$ cat config.mk
export PLATFORM = sky130hd
export DESIGN_NAME = latm_top
export DESIGN_NICKNAME = d
export VERILOG_FILES = /design/src/hdl/latm_pkg.sv /design/src/hdl/latm_top.sv
export VERILOG_INCLUDE_DIRS = /design/src /design/src/hdl
export SDC_FILE = /design/constraint.sdc
export NUM_CORES = 2
export LEC_CHECK = 0
export ABC_AREA = 1
export BUFFER_PORTS_ARGS = -buffer_cell sky130_fd_sc_hd__buf_2
export CORE_MARGIN = 2
export CORE_UTILIZATION = 50
export DETAILED_ROUTE_END_ITERATION = 8
export GPL_TIMING_DRIVEN = 0
export MAX_ROUTING_LAYER = met4
export PLACE_DENSITY = 0.66
export REMOVE_ABC_BUFFERS = 1
export SLEW_MARGIN = 20
export SYNTH_ARGS = -nofsm -noshare
export SYNTH_HDL_FRONTEND = slang
export SYNTH_SLANG_ARGS = --single-unit
$ cat constraint.sdc
create_clock -name i_clk -period 69.3 [get_ports i_clk]
set_input_delay 6.93 -clock i_clk [delete_from_list [all_inputs] [get_ports i_clk]]
set_output_delay 6.93 -clock i_clk [all_outputs]
set_load 0.1 [all_outputs]
$ cat src/hdl/latm_defines.svh
// constants for the link aggregation trunk manager
`ifndef LATM_DEFINES_SVH
`define LATM_DEFINES_SVH
`define LATM_NPORT        8
`define LATM_PORT_W       3
`define LATM_NGRP         6
`define LATM_GID_W        3
`define LATM_MAX_ACT      4
`define LATM_GID_NONE     3'h0
`define LATM_GID_MIN      3'h1
`define LATM_GID_MAX      3'h6
`endif

$ cat src/hdl/latm_pkg.sv
// types for the link aggregation trunk manager
package latm_pkg;
   // per-port member state
   typedef enum logic [2:0] {
      LATM_MS_IDLE    = 3'b001,
      LATM_MS_ACTIVE  = 3'b010,
      LATM_MS_STANDBY = 3'b100
   } latm_mstate_t;
   // static membership write command
   typedef struct packed {
      logic       valid;
      logic [2:0] port;
      logic [2:0] gid;
   } latm_scmd_t;
   // group-wide settings write
   typedef struct packed {
      logic       valid;
      logic [2:0] gid;
      logic [2:0] stp;
      logic [11:0] vlan;
      logic       igmp;
   } latm_gset_t;
   // per-group settings as applied
   typedef struct packed {
      logic [2:0]  stp;
      logic [11:0] vlan;
      logic        igmp;
   } latm_gcfg_t;
   // egress request
   typedef struct packed {
      logic        valid;
      logic [2:0]  gid;
      logic [47:0] da;
      logic [47:0] sa;
   } latm_egr_t;
endpackage

$ cat src/hdl/latm_top.sv
// link aggregation trunk manager: membership, standby, settings and egress pick
//
// Function
// - at most six groups, each with at most four active members unless a static command moves an active port into a group already at four.
// - negotiation allowed on any port not in a static group.
// - over four negotiated ports with one peer: extras go standby, carry nothing.
// - failed active member of a dynamic group is replaced by a standby port.
// - dynamic group forms only when the peer also negotiates.
// - new dynamic group takes the lowest free group identifier.
// - static group identifiers accepted only from one to six.
// - traffic spread over active members; survivors take a failed member's share.
// - dynamic members must be full duplex at both ends.
// - spanning tree, VLAN and snooping settings apply to whole groups only.
// - static groups are set manually at both ends without negotiation.
`timescale 1ns/10ps
`include "latm_defines.svh"
module latm_top
(
   // clock, reset, enable
   input  wire logic                                 i_clk,
   input  wire logic                                 i_rst,
   input  wire logic                                 i_ce,
   // per-port link status and negotiation
   input  wire logic [`LATM_NPORT-1:0]               i_link_up,
   input  wire logic [`LATM_NPORT-1:0]               i_full_duplex,
   input  wire logic [`LATM_NPORT-1:0]               i_lacp_en,
   input  wire logic [`LATM_NPORT-1:0]               i_peer_lacp,
   input  wire logic [`LATM_NPORT*8-1:0]             i_peer_key,
   // static membership and group settings
   input  wire latm_pkg::latm_scmd_t                 i_scmd,
   input  wire latm_pkg::latm_gset_t                 i_gset,
   // egress selection
   input  wire latm_pkg::latm_egr_t                  i_egr,
   // status
   output logic [`LATM_NPORT-1:0]                    o_active,
   output logic [`LATM_NPORT-1:0]                    o_standby,
   output logic [`LATM_NPORT*`LATM_GID_W-1:0]        o_port_gid,
   output logic [`LATM_NGRP-1:0]                     o_grp_dyn,
   output logic                                      o_cmd_err,
   output logic [`LATM_NGRP*16-1:0]                  o_gcfg,
   output logic                                      o_egr_valid,
   output logic [`LATM_PORT_W-1:0]                   o_egr_port
);
   localparam int NP = `LATM_NPORT;
   localparam int NG = `LATM_NGRP;

   // ************************************************
   // state
   // ************************************************
   typedef struct packed {
      logic [NP-1:0]                     stat;     // port is static member
      logic [NP-1:0][2:0]                gid;      // group of each port, 0 none
      logic [NP-1:0]                     act;
      logic [NP-1:0]                     sby;
      logic [NG-1:0]                     dyn;      // group made by negotiation
      logic [NG-1:0][7:0]                gkey;     // peer key of dynamic group
      logic [NG-1:0]                     cfgd;     // static group in use
      latm_pkg::latm_gcfg_t [NG-1:0]     gcfg;
      logic                              err;
      logic                              ev;
      logic [2:0]                        ep;
   } latm_st_t;

   latm_st_t st_q;
   latm_st_t st_d;

   // count of bits set in a port vector
   function automatic logic [3:0] latm_cnt(input logic [NP-1:0] v);
      logic [3:0] c;
      c = 4'h0;
      for (int i = 0; i < NP; i++)
         c = c + {3'h0, v[i]};
      return c;
   endfunction

   // n-th set bit of a port vector
   function automatic logic [2:0] latm_nth(input logic [NP-1:0] v, input logic [3:0] n);
      logic [3:0] c;
      logic [2:0] r;
      c = 4'h0;
      r = 3'h0;
      for (int i = 0; i < NP; i++)
         if (v[i])
         begin
            if (c == n)
               r = i[2:0];
            c = c + 4'h1;
         end
      return r;
   endfunction

   // ************************************************
   // next state
   // ************************************************
   always_comb
   begin
      logic [NP-1:0] ok;
      logic [NP-1:0] mem;
      logic [NG-1:0] used;
      logic [2:0]    fg;
      logic          fnd;
      logic [47:0]   h;
      logic [3:0]    na;
      logic [7:0]    k;
      ok   = '0;
      mem  = '0;
      used = '0;
      fg   = 3'h0;
      fnd  = 1'b0;
      h    = '0;
      na   = 4'h0;
      k    = 8'h00;
      st_d = st_q;
      st_d.ev  = 1'b0;
      st_d.err = 1'b0;
      // static membership commands
      if (i_scmd.valid)
      begin
         if (i_scmd.gid < `LATM_GID_MIN || i_scmd.gid > `LATM_GID_MAX)
            st_d.err = 1'b1;
         // group owned by negotiation, or the port itself negotiates
         else if (st_q.dyn[i_scmd.gid-3'h1] || i_lacp_en[i_scmd.port])
            st_d.err = 1'b1;
         else
         begin
            // manual membership, no negotiation involved
            st_d.stat[i_scmd.port] = 1'b1;
            st_d.gid[i_scmd.port]  = i_scmd.gid;
            st_d.cfgd[i_scmd.gid-3'h1] = 1'b1;
         end
      end
      // eligible negotiating ports: not static, full duplex, peer negotiating
      for (int p = 0; p < NP; p++)
         ok[p] = i_lacp_en[p] & ~st_d.stat[p] & i_full_duplex[p]
                 & i_peer_lacp[p] & i_link_up[p];
      // drop dynamic ports that lost eligibility
      for (int p = 0; p < NP; p++)
         if (!st_d.stat[p] && !ok[p])
            st_d.gid[p] = `LATM_GID_NONE;
      // dissolve empty dynamic groups, then rebuild used set
      for (int g = 0; g < NG; g++)
      begin
         mem = '0;
         for (int p = 0; p < NP; p++)
            mem[p] = (st_d.gid[p] == 3'(g + 1));
         if (st_d.dyn[g] && mem == '0)
            st_d.dyn[g] = 1'b0;
         used[g] = st_d.dyn[g] | st_d.cfgd[g];
      end
      // join or create groups for unassigned eligible ports
      for (int p = 0; p < NP; p++)
         if (ok[p] && st_d.gid[p] == `LATM_GID_NONE)
         begin
            k   = i_peer_key[p*8 +: 8];
            fnd = 1'b0;
            fg  = 3'h0;
            for (int g = 0; g < NG; g++)
               if (!fnd && st_d.dyn[g] && st_d.gkey[g] == k)
               begin
                  fnd = 1'b1;
                  fg  = 3'(g + 1);
               end
            // lowest free identifier for a new group
            for (int g = NG - 1; g >= 0; g--)
               if (!fnd && !used[g])
                  fg = 3'(g + 1);
            if (!fnd && fg != 3'h0)
            begin
               st_d.dyn[fg-3'h1]  = 1'b1;
               st_d.gkey[fg-3'h1] = k;
               used[fg-3'h1]      = 1'b1;
            end
            st_d.gid[p] = fg;
         end
      // active and standby selection per group
      for (int g = 0; g < NG; g++)
      begin
         mem = '0;
         for (int p = 0; p < NP; p++)
            mem[p] = (st_d.gid[p] == 3'(g + 1)) & i_link_up[p];
         // keep running actives, fill vacancies from other linked members in port order
         na = 4'h0;
         for (int p = 0; p < NP; p++)
            if (mem[p] && st_q.act[p] && na < `LATM_MAX_ACT)
               na = na + 4'h1;
         for (int p = 0; p < NP; p++)
            if (st_d.gid[p] == 3'(g + 1))
            begin
               st_d.act[p] = mem[p] & st_q.act[p];
               st_d.sby[p] = 1'b0;
            end
         for (int p = 0; p < NP; p++)
            if (mem[p] && !st_d.act[p])
            begin
               if (na < `LATM_MAX_ACT)
               begin
                  st_d.act[p] = 1'b1;
                  na = na + 4'h1;
               end
               else
                  st_d.sby[p] = st_d.dyn[g];
            end
      end
      for (int p = 0; p < NP; p++)
         if (st_d.gid[p] == `LATM_GID_NONE)
         begin
            st_d.act[p] = 1'b0;
            st_d.sby[p] = 1'b0;
         end
      // settings written per group only
      if (i_gset.valid && i_gset.gid >= `LATM_GID_MIN && i_gset.gid <= `LATM_GID_MAX)
      begin
         st_d.gcfg[i_gset.gid-3'h1].stp  = i_gset.stp;
         st_d.gcfg[i_gset.gid-3'h1].vlan = i_gset.vlan;
         st_d.gcfg[i_gset.gid-3'h1].igmp = i_gset.igmp;
      end
      // egress member pick by address hash over current actives
      if (i_egr.valid && i_egr.gid >= `LATM_GID_MIN && i_egr.gid <= `LATM_GID_MAX)
      begin
         mem = '0;
         for (int p = 0; p < NP; p++)
            mem[p] = (st_q.gid[p] == i_egr.gid) & st_q.act[p];
         na = latm_cnt(mem);
         h  = i_egr.da ^ i_egr.sa;
         k  = h[7:0] ^ h[15:8] ^ h[23:16] ^ h[31:24] ^ h[39:32] ^ h[47:40];
         if (na != 4'h0)
         begin
            st_d.ev = 1'b1;
            st_d.ep = latm_nth(mem, 4'(k % 8'(na)));
         end
      end
   end

   // ************************************************
   // register
   // ************************************************
   always_ff @(posedge i_clk or posedge i_rst)
   begin
      if (i_rst)
         st_q <= '0;
      else if (i_ce)
         st_q <= st_d;
   end

   // outputs straight from state
   assign o_active    = st_q.act;
   assign o_standby   = st_q.sby;
   assign o_port_gid  = st_q.gid;
   assign o_grp_dyn   = st_q.dyn;
   assign o_cmd_err   = st_q.err;
   assign o_gcfg      = st_q.gcfg;
   assign o_egr_valid = st_q.ev;
   assign o_egr_port  = st_q.ep;
endmodule // latm_top

Yosys cells after proc, flatten, opt, wreduce, memory -nomap -nowiden
Cells that the tools add are included.
- register bits: 209
- input port bits: 226
- output and inout bits: 147
- word-level logic and storage cells: 1914
- add/sub/neg operators: 107
- divide/modulo/power cells: 1
- magnitude comparators: 118
- eq/ne operators: 159
- muxes and demuxes: 802
- bitwise logic cells: 173
- reduce and logical (&&, ||, !) cells: 514
- operators by type and width (cell ; count):
    54-bit two-way mux ; 16
    4-bit two-way mux ; 148
    1-bit two-way mux ; 437
    3-bit two-way mux ; 135
    48-bit bitwise mux ; 8
    8-bit == test ; 48
    4-bit by 1-bit adder with 4-bit output (second input constant) ; 90
    4-bit by 3-bit less-than comparator with 1-bit output (second input constant) ; 90
    1-bit logical AND ; 319
    96-bit bitwise mux ; 3
    8-bit demux with 3-bit select ; 8
    1-bit zero test ; 160
    16-bit demux with 3-bit select ; 3
    3-bit == test (second input constant) ; 48
    1-bit bitwise AND ; 136
    6-bit two-way mux ; 17
    3-bit by 2-bit == test with 1-bit output (second input constant) ; 32
    32-bit two-way mux ; 3
    6-bit bitwise OR ; 16
    8-bit two-way mux ; 8
    3-bit by 1-bit == test with 1-bit output (second input constant) ; 16
    3-bit zero test ; 16
    8-bit zero test ; 6
    48-bit XOR ; 1
    28 further kinds ; 110

Logic depth before layout (Yosys ltp)
- word-level depth: 430
- mapped depth: 241

Worst setup path after synthesis
No wires, ideal clock.
- kind: input port to flip-flop
- start point: in i_scmd[1] (netlist bit)
- end point: reg st_q (netlist bit o_active[7])
- setup time: 116 ps
- arrival: 31179 ps
- path slack: 38004 ps
- stages: 190
- buffers on the path: 13
- path through: buf_6 > inv_2 > ha_1 > inv_1 > nor2_1 > nand2_1 > nand3_2 > nor2_4 > buf_8 > nand2_4 > nand2_1 > nand2_1 > nand2_1 > inv_2 > nand3_1 > nand2_1 > nor2_1 > nand2_1 > (+154 left out) > nand2_1 > nand2_1 > ha_1 > nand3_1 > nand2_1 > nand3_1 > a21oi_1 > nand2_1 > nand3_1 > o21ai_0 > nand2_1 > nand2_1 > nand2_1 > nand2_1 > nand2_1 > nand2_1 > nand2_1 > nand2_1
- RTL lines (element ; line ; RTL):
    from (decl) ; latm_top.sv:30 ; input wire latm_pkg::latm_scmd_t i_scmd,
    to (signal assigned) ; latm_top.sv:242 ; st_q <= st_d;
    to (decl) ; latm_top.sv:64 ; latm_st_t st_q;

==> impl_metrics.csv <==
group,metric,value,unit
logic_synthesis,ys.flop_type,"dfrtp_1",
logic_synthesis,yosysTopAreaCellShare,0.222,
floorplanning,io_pins,373,
logic_synthesis,synthCells,6417,
critical_path,crit_top_cell,"nand2_1",
critical_path,cp_max_fo,32,
floorplanning,core_area,71500,sq um
place,placed_cells,7401,
critical_path,start_kind,"primary input",
logic_synthesis,synthAdderAreaFrac,0.0488,
place,dp_hpwl,123000,um
logic_synthesis,synthXorXnorAreaFrac,0.0593,
final_layout,fillers,7776,
logic_synthesis,muxShareOfSynthArea,0.00197,
clock_tree,cts_resized,0,
sta,drv_slew,0,
logic_synthesis,synth-async-reset-ratio,1.00,
place,place.gp.congestion,1.04,
sta,tns,0,ns
floorplanning,rows,98,
sta,post-route-period-util,0.606,
routing,first_iter_violations,4979,
clock_tree,postCtsSetupBuffers,0,
routing,vias,42300,
logic_synthesis,syn_area,36200,sq um
routing,drcViolationCount,0,
floorplanning,die_h,273,um
critical_path,crit_family,"simple AND/OR/NAND/NOR gates",
sta,finalSetupViolations,0,
hold_path,hold_depth,2,
final_layout,multi_input_area,25100,sq um
routing,routed_wl,155000,um
sta,tightestPinTransition,1.08,ns
final_layout,drive_above_1_share,0.116,
sta,slew_headroom,0.271,
critical_path,crit_type,"primary input to flip-flop",
critical_path,cpPeakStageDelay,0.85,ns
sta,max_freq,0.0238,GHz
sta,finClkSkew,0.0310,ns
critical_path,r2r-start,"o_grp_dyn[2]",
place,port_buffers,372,
routing,ant_nets,0,
hold_path,hp-class,"flip-flop to flip-flop",
sta,period_minus_slack,41.98,ns
clock_tree,cts_hold_buf,0,
routing,wl_per_cell,20.8,um
grt,grt_max_degree,113,
floorplanning,dieArea,74500,sq um
critical_path,worstPathBufferInverterCount,15,
logic_synthesis,ys_top_cells_by_area,"nand2_1, dfrtp_1, nand3_1, inv_1, nor2_1",
critical_path,ff2ff_setup_slack,34.01,ns
final_layout,mostFrequentLayoutCell,"nand2_1",
logic_synthesis,synth_compound_area_frac,0.125,
logic_synthesis,synth-simple-area-share,0.457,
critical_path,crit_required,69.78,ns
logic_synthesis,ys_warn_count,0,
logic_synthesis,syn_area_per_cell,5.63,sq um
floorplanning,start_util,0.506,
final_layout,syn2layout_area_growth,4.87,%
clock_tree,cts_sinks,209,
floorplanning,die_x,273,um
logic_synthesis,synth_edf_count,0,
grt,grt_pass1_vias,37700,
critical_path,cp.arrival,42.46,ns
clock_tree,path_clk_slew,0.06,ns
status,outcome,"complete, no violations",
logic_synthesis,ys_seq_area_frac,0.145,
logic_synthesis,synth_area_leader_cell,"nand2_1",
logic_synthesis,synth_top_family_by_area,"simple AND/OR/NAND/NOR gates",
routing,viasPerCell,5.68,
clock_tree,cts.htree.levels,1,
routing,first_pass_iters,8,
final_layout,final_core_util,0.530,
clock_tree,cts_buffers,27,
grt,grt_pass1_wl,228000,um
clock_tree,insertion_delay,0.61,ns
final_layout,instances_no_fill,7455,
logic_synthesis,ys_ff_latch,209,
final_layout,layout_common_cells,"nand2_1, inv_1, nand3_1, nor2_1, buf_2",
sta,rsz0062_at_grt,"no",
run,maxCapViolations,0,
grt,antenna_found_initial,4,
hold_path,worstHoldEndpoint,"st_q[105]",
grt,overflow,0,
logic_synthesis,netlist-cell-type-count,81,
sta,final-hold-violation-count,0,
critical_path,crit_path_end_kind,"flip-flop",
critical_path,crit_slowest_cell,"o21ai_0",
hold_path,holdCritStartpoint,"st_q[105]",
final_layout,ff_latch_area,5230,sq um
grt,grt.total_usage,0.413,
clock_tree,ctsRootBufferMaster,"clkbuf_16",
critical_path,reg2reg_depth,166,
final_layout,nNetsFinal,6844,
critical_path,rr_endpoint,"o_standby[7]",
clock_tree,cts_tree,"yes",
clock_tree,clock_path_buffers,3,
cell usage after synthesis (9+ instances only):
| library cell | instances |
|---|---|
| nor3_1 | 47 |
| nor4_1 | 13 |
| o21ai_0 | 297 |
| dfrtp_1 | 209 |
| nand2_1 | 2138 |
| buf_2 | 48 |
| o21a_1 | 9 |
| nor2_2 | 37 |
| buf_6 | 29 |
| a21oi_1 | 183 |
| buf_8 | 9 |
| clkinv_1 | 43 |
| inv_1 | 789 |
| buf_4 | 181 |
| xor2_1 | 149 |
| o22ai_1 | 30 |
| or2_2 | 14 |
| o21ai_2 | 14 |
| nor2_1 | 553 |
| nand2_4 | 27 |
| xnor2_1 | 92 |
| o21ai_1 | 122 |
| inv_2 | 75 |
| nor2_4 | 15 |
| nand3_1 | 652 |
| nand2_2 | 69 |
| o211ai_1 | 42 |
| ha_1 | 133 |
| nand4_1 | 100 |
| a31oi_1 | 28 |
| o31ai_1 | 19 |
| nand3_2 | 33 |
| nand3b_1 | 11 |
| clkbuf_1 | 59 |
| and2_1 | 14 |
layer usage:
metal	GRT usage	share of wire
met5	-	0
met1	0.524	0.40
met4	0.212	0.061
met3	0.0612	0.097
met2	0.636	0.44
metrics by stage:
step           cell area (sq um)  worst slack (ns)  hold slack [ns]
2_1_floorplan              33700             36.13            0.423
3_3_place_gp               36800             28.14            0.440
3_5_place_dp               36900             27.95            0.447
4_1_cts                    37900             28.48            0.463
5_1_grt                    37900             25.22            0.492
6_report                   37900             27.32            0.462
worst max path at each step:
stage	from	endpoint	slack, ns	cells past startpoint
global route	i_scmd[0]	o_standby[7]	25.22	174
floorplan	i_scmd[0]	o_active[7]	36.13	194
global placement	i_scmd[0]	o_standby[6]	28.14	186
finish	i_scmd[0]	o_standby[7]	27.32	169
detailed placement	i_scmd[0]	o_standby[7]	27.95	187
CTS	i_scmd[0]	o_standby[7]	28.48	175
cell type report:
cell class / count / share of cell area
diodes: 5 / 0.000330
clock buffers: 30 / 0.0186
clock inverters: 19 / 0.00673
inverters: 911 / 0.0907
multi-input cells: 4954 / 0.662
flip-flops and latches: 209 / 0.138
well taps: 950 / 0.0314
repair buffers: 377 / 0.0525
logic make-up (layout without fill, tap and decap cells):
group / after synthesis / after routing
compound gates: 798 / 798
xor+xnor: 243 / 243
fa+ha+maj: 138 / 138
buf+inv: 1254 / 1337
flops: 209 / 209
mux: 7 / 7
other cells: 0 / 5
simple gates: 3768 / 3768
worst reg2reg max path: cells and delay by family (launching register included):
kind                       cells  cell delay, ns
DFF                            1            0.54
xor gates and xnor gates       4            0.74
and+or+nand+nor              113           21.15
buffers and inverters         12            1.26
muxes                          1            0.13
adders and majority gates     19            5.55
AOI/OAI and AO/OA             17            5.82
sequential cells by signal (all words and copies together), names as in the netlist:
| signal | cells |
|---|---|
| o_gcfg | 96 |
| st_q | 62 |
| o_port_gid | 24 |
| o_active | 8 |
| o_standby | 8 |
| o_grp_dyn | 6 |
| o_egr_port | 3 |
| o_cmd_err | 1 |
| o_egr_valid | 1 |
Power is left out: the tool's default activity adds up to more than one toggle a clock period on the data nets, which glitch-free logic cannot reach.
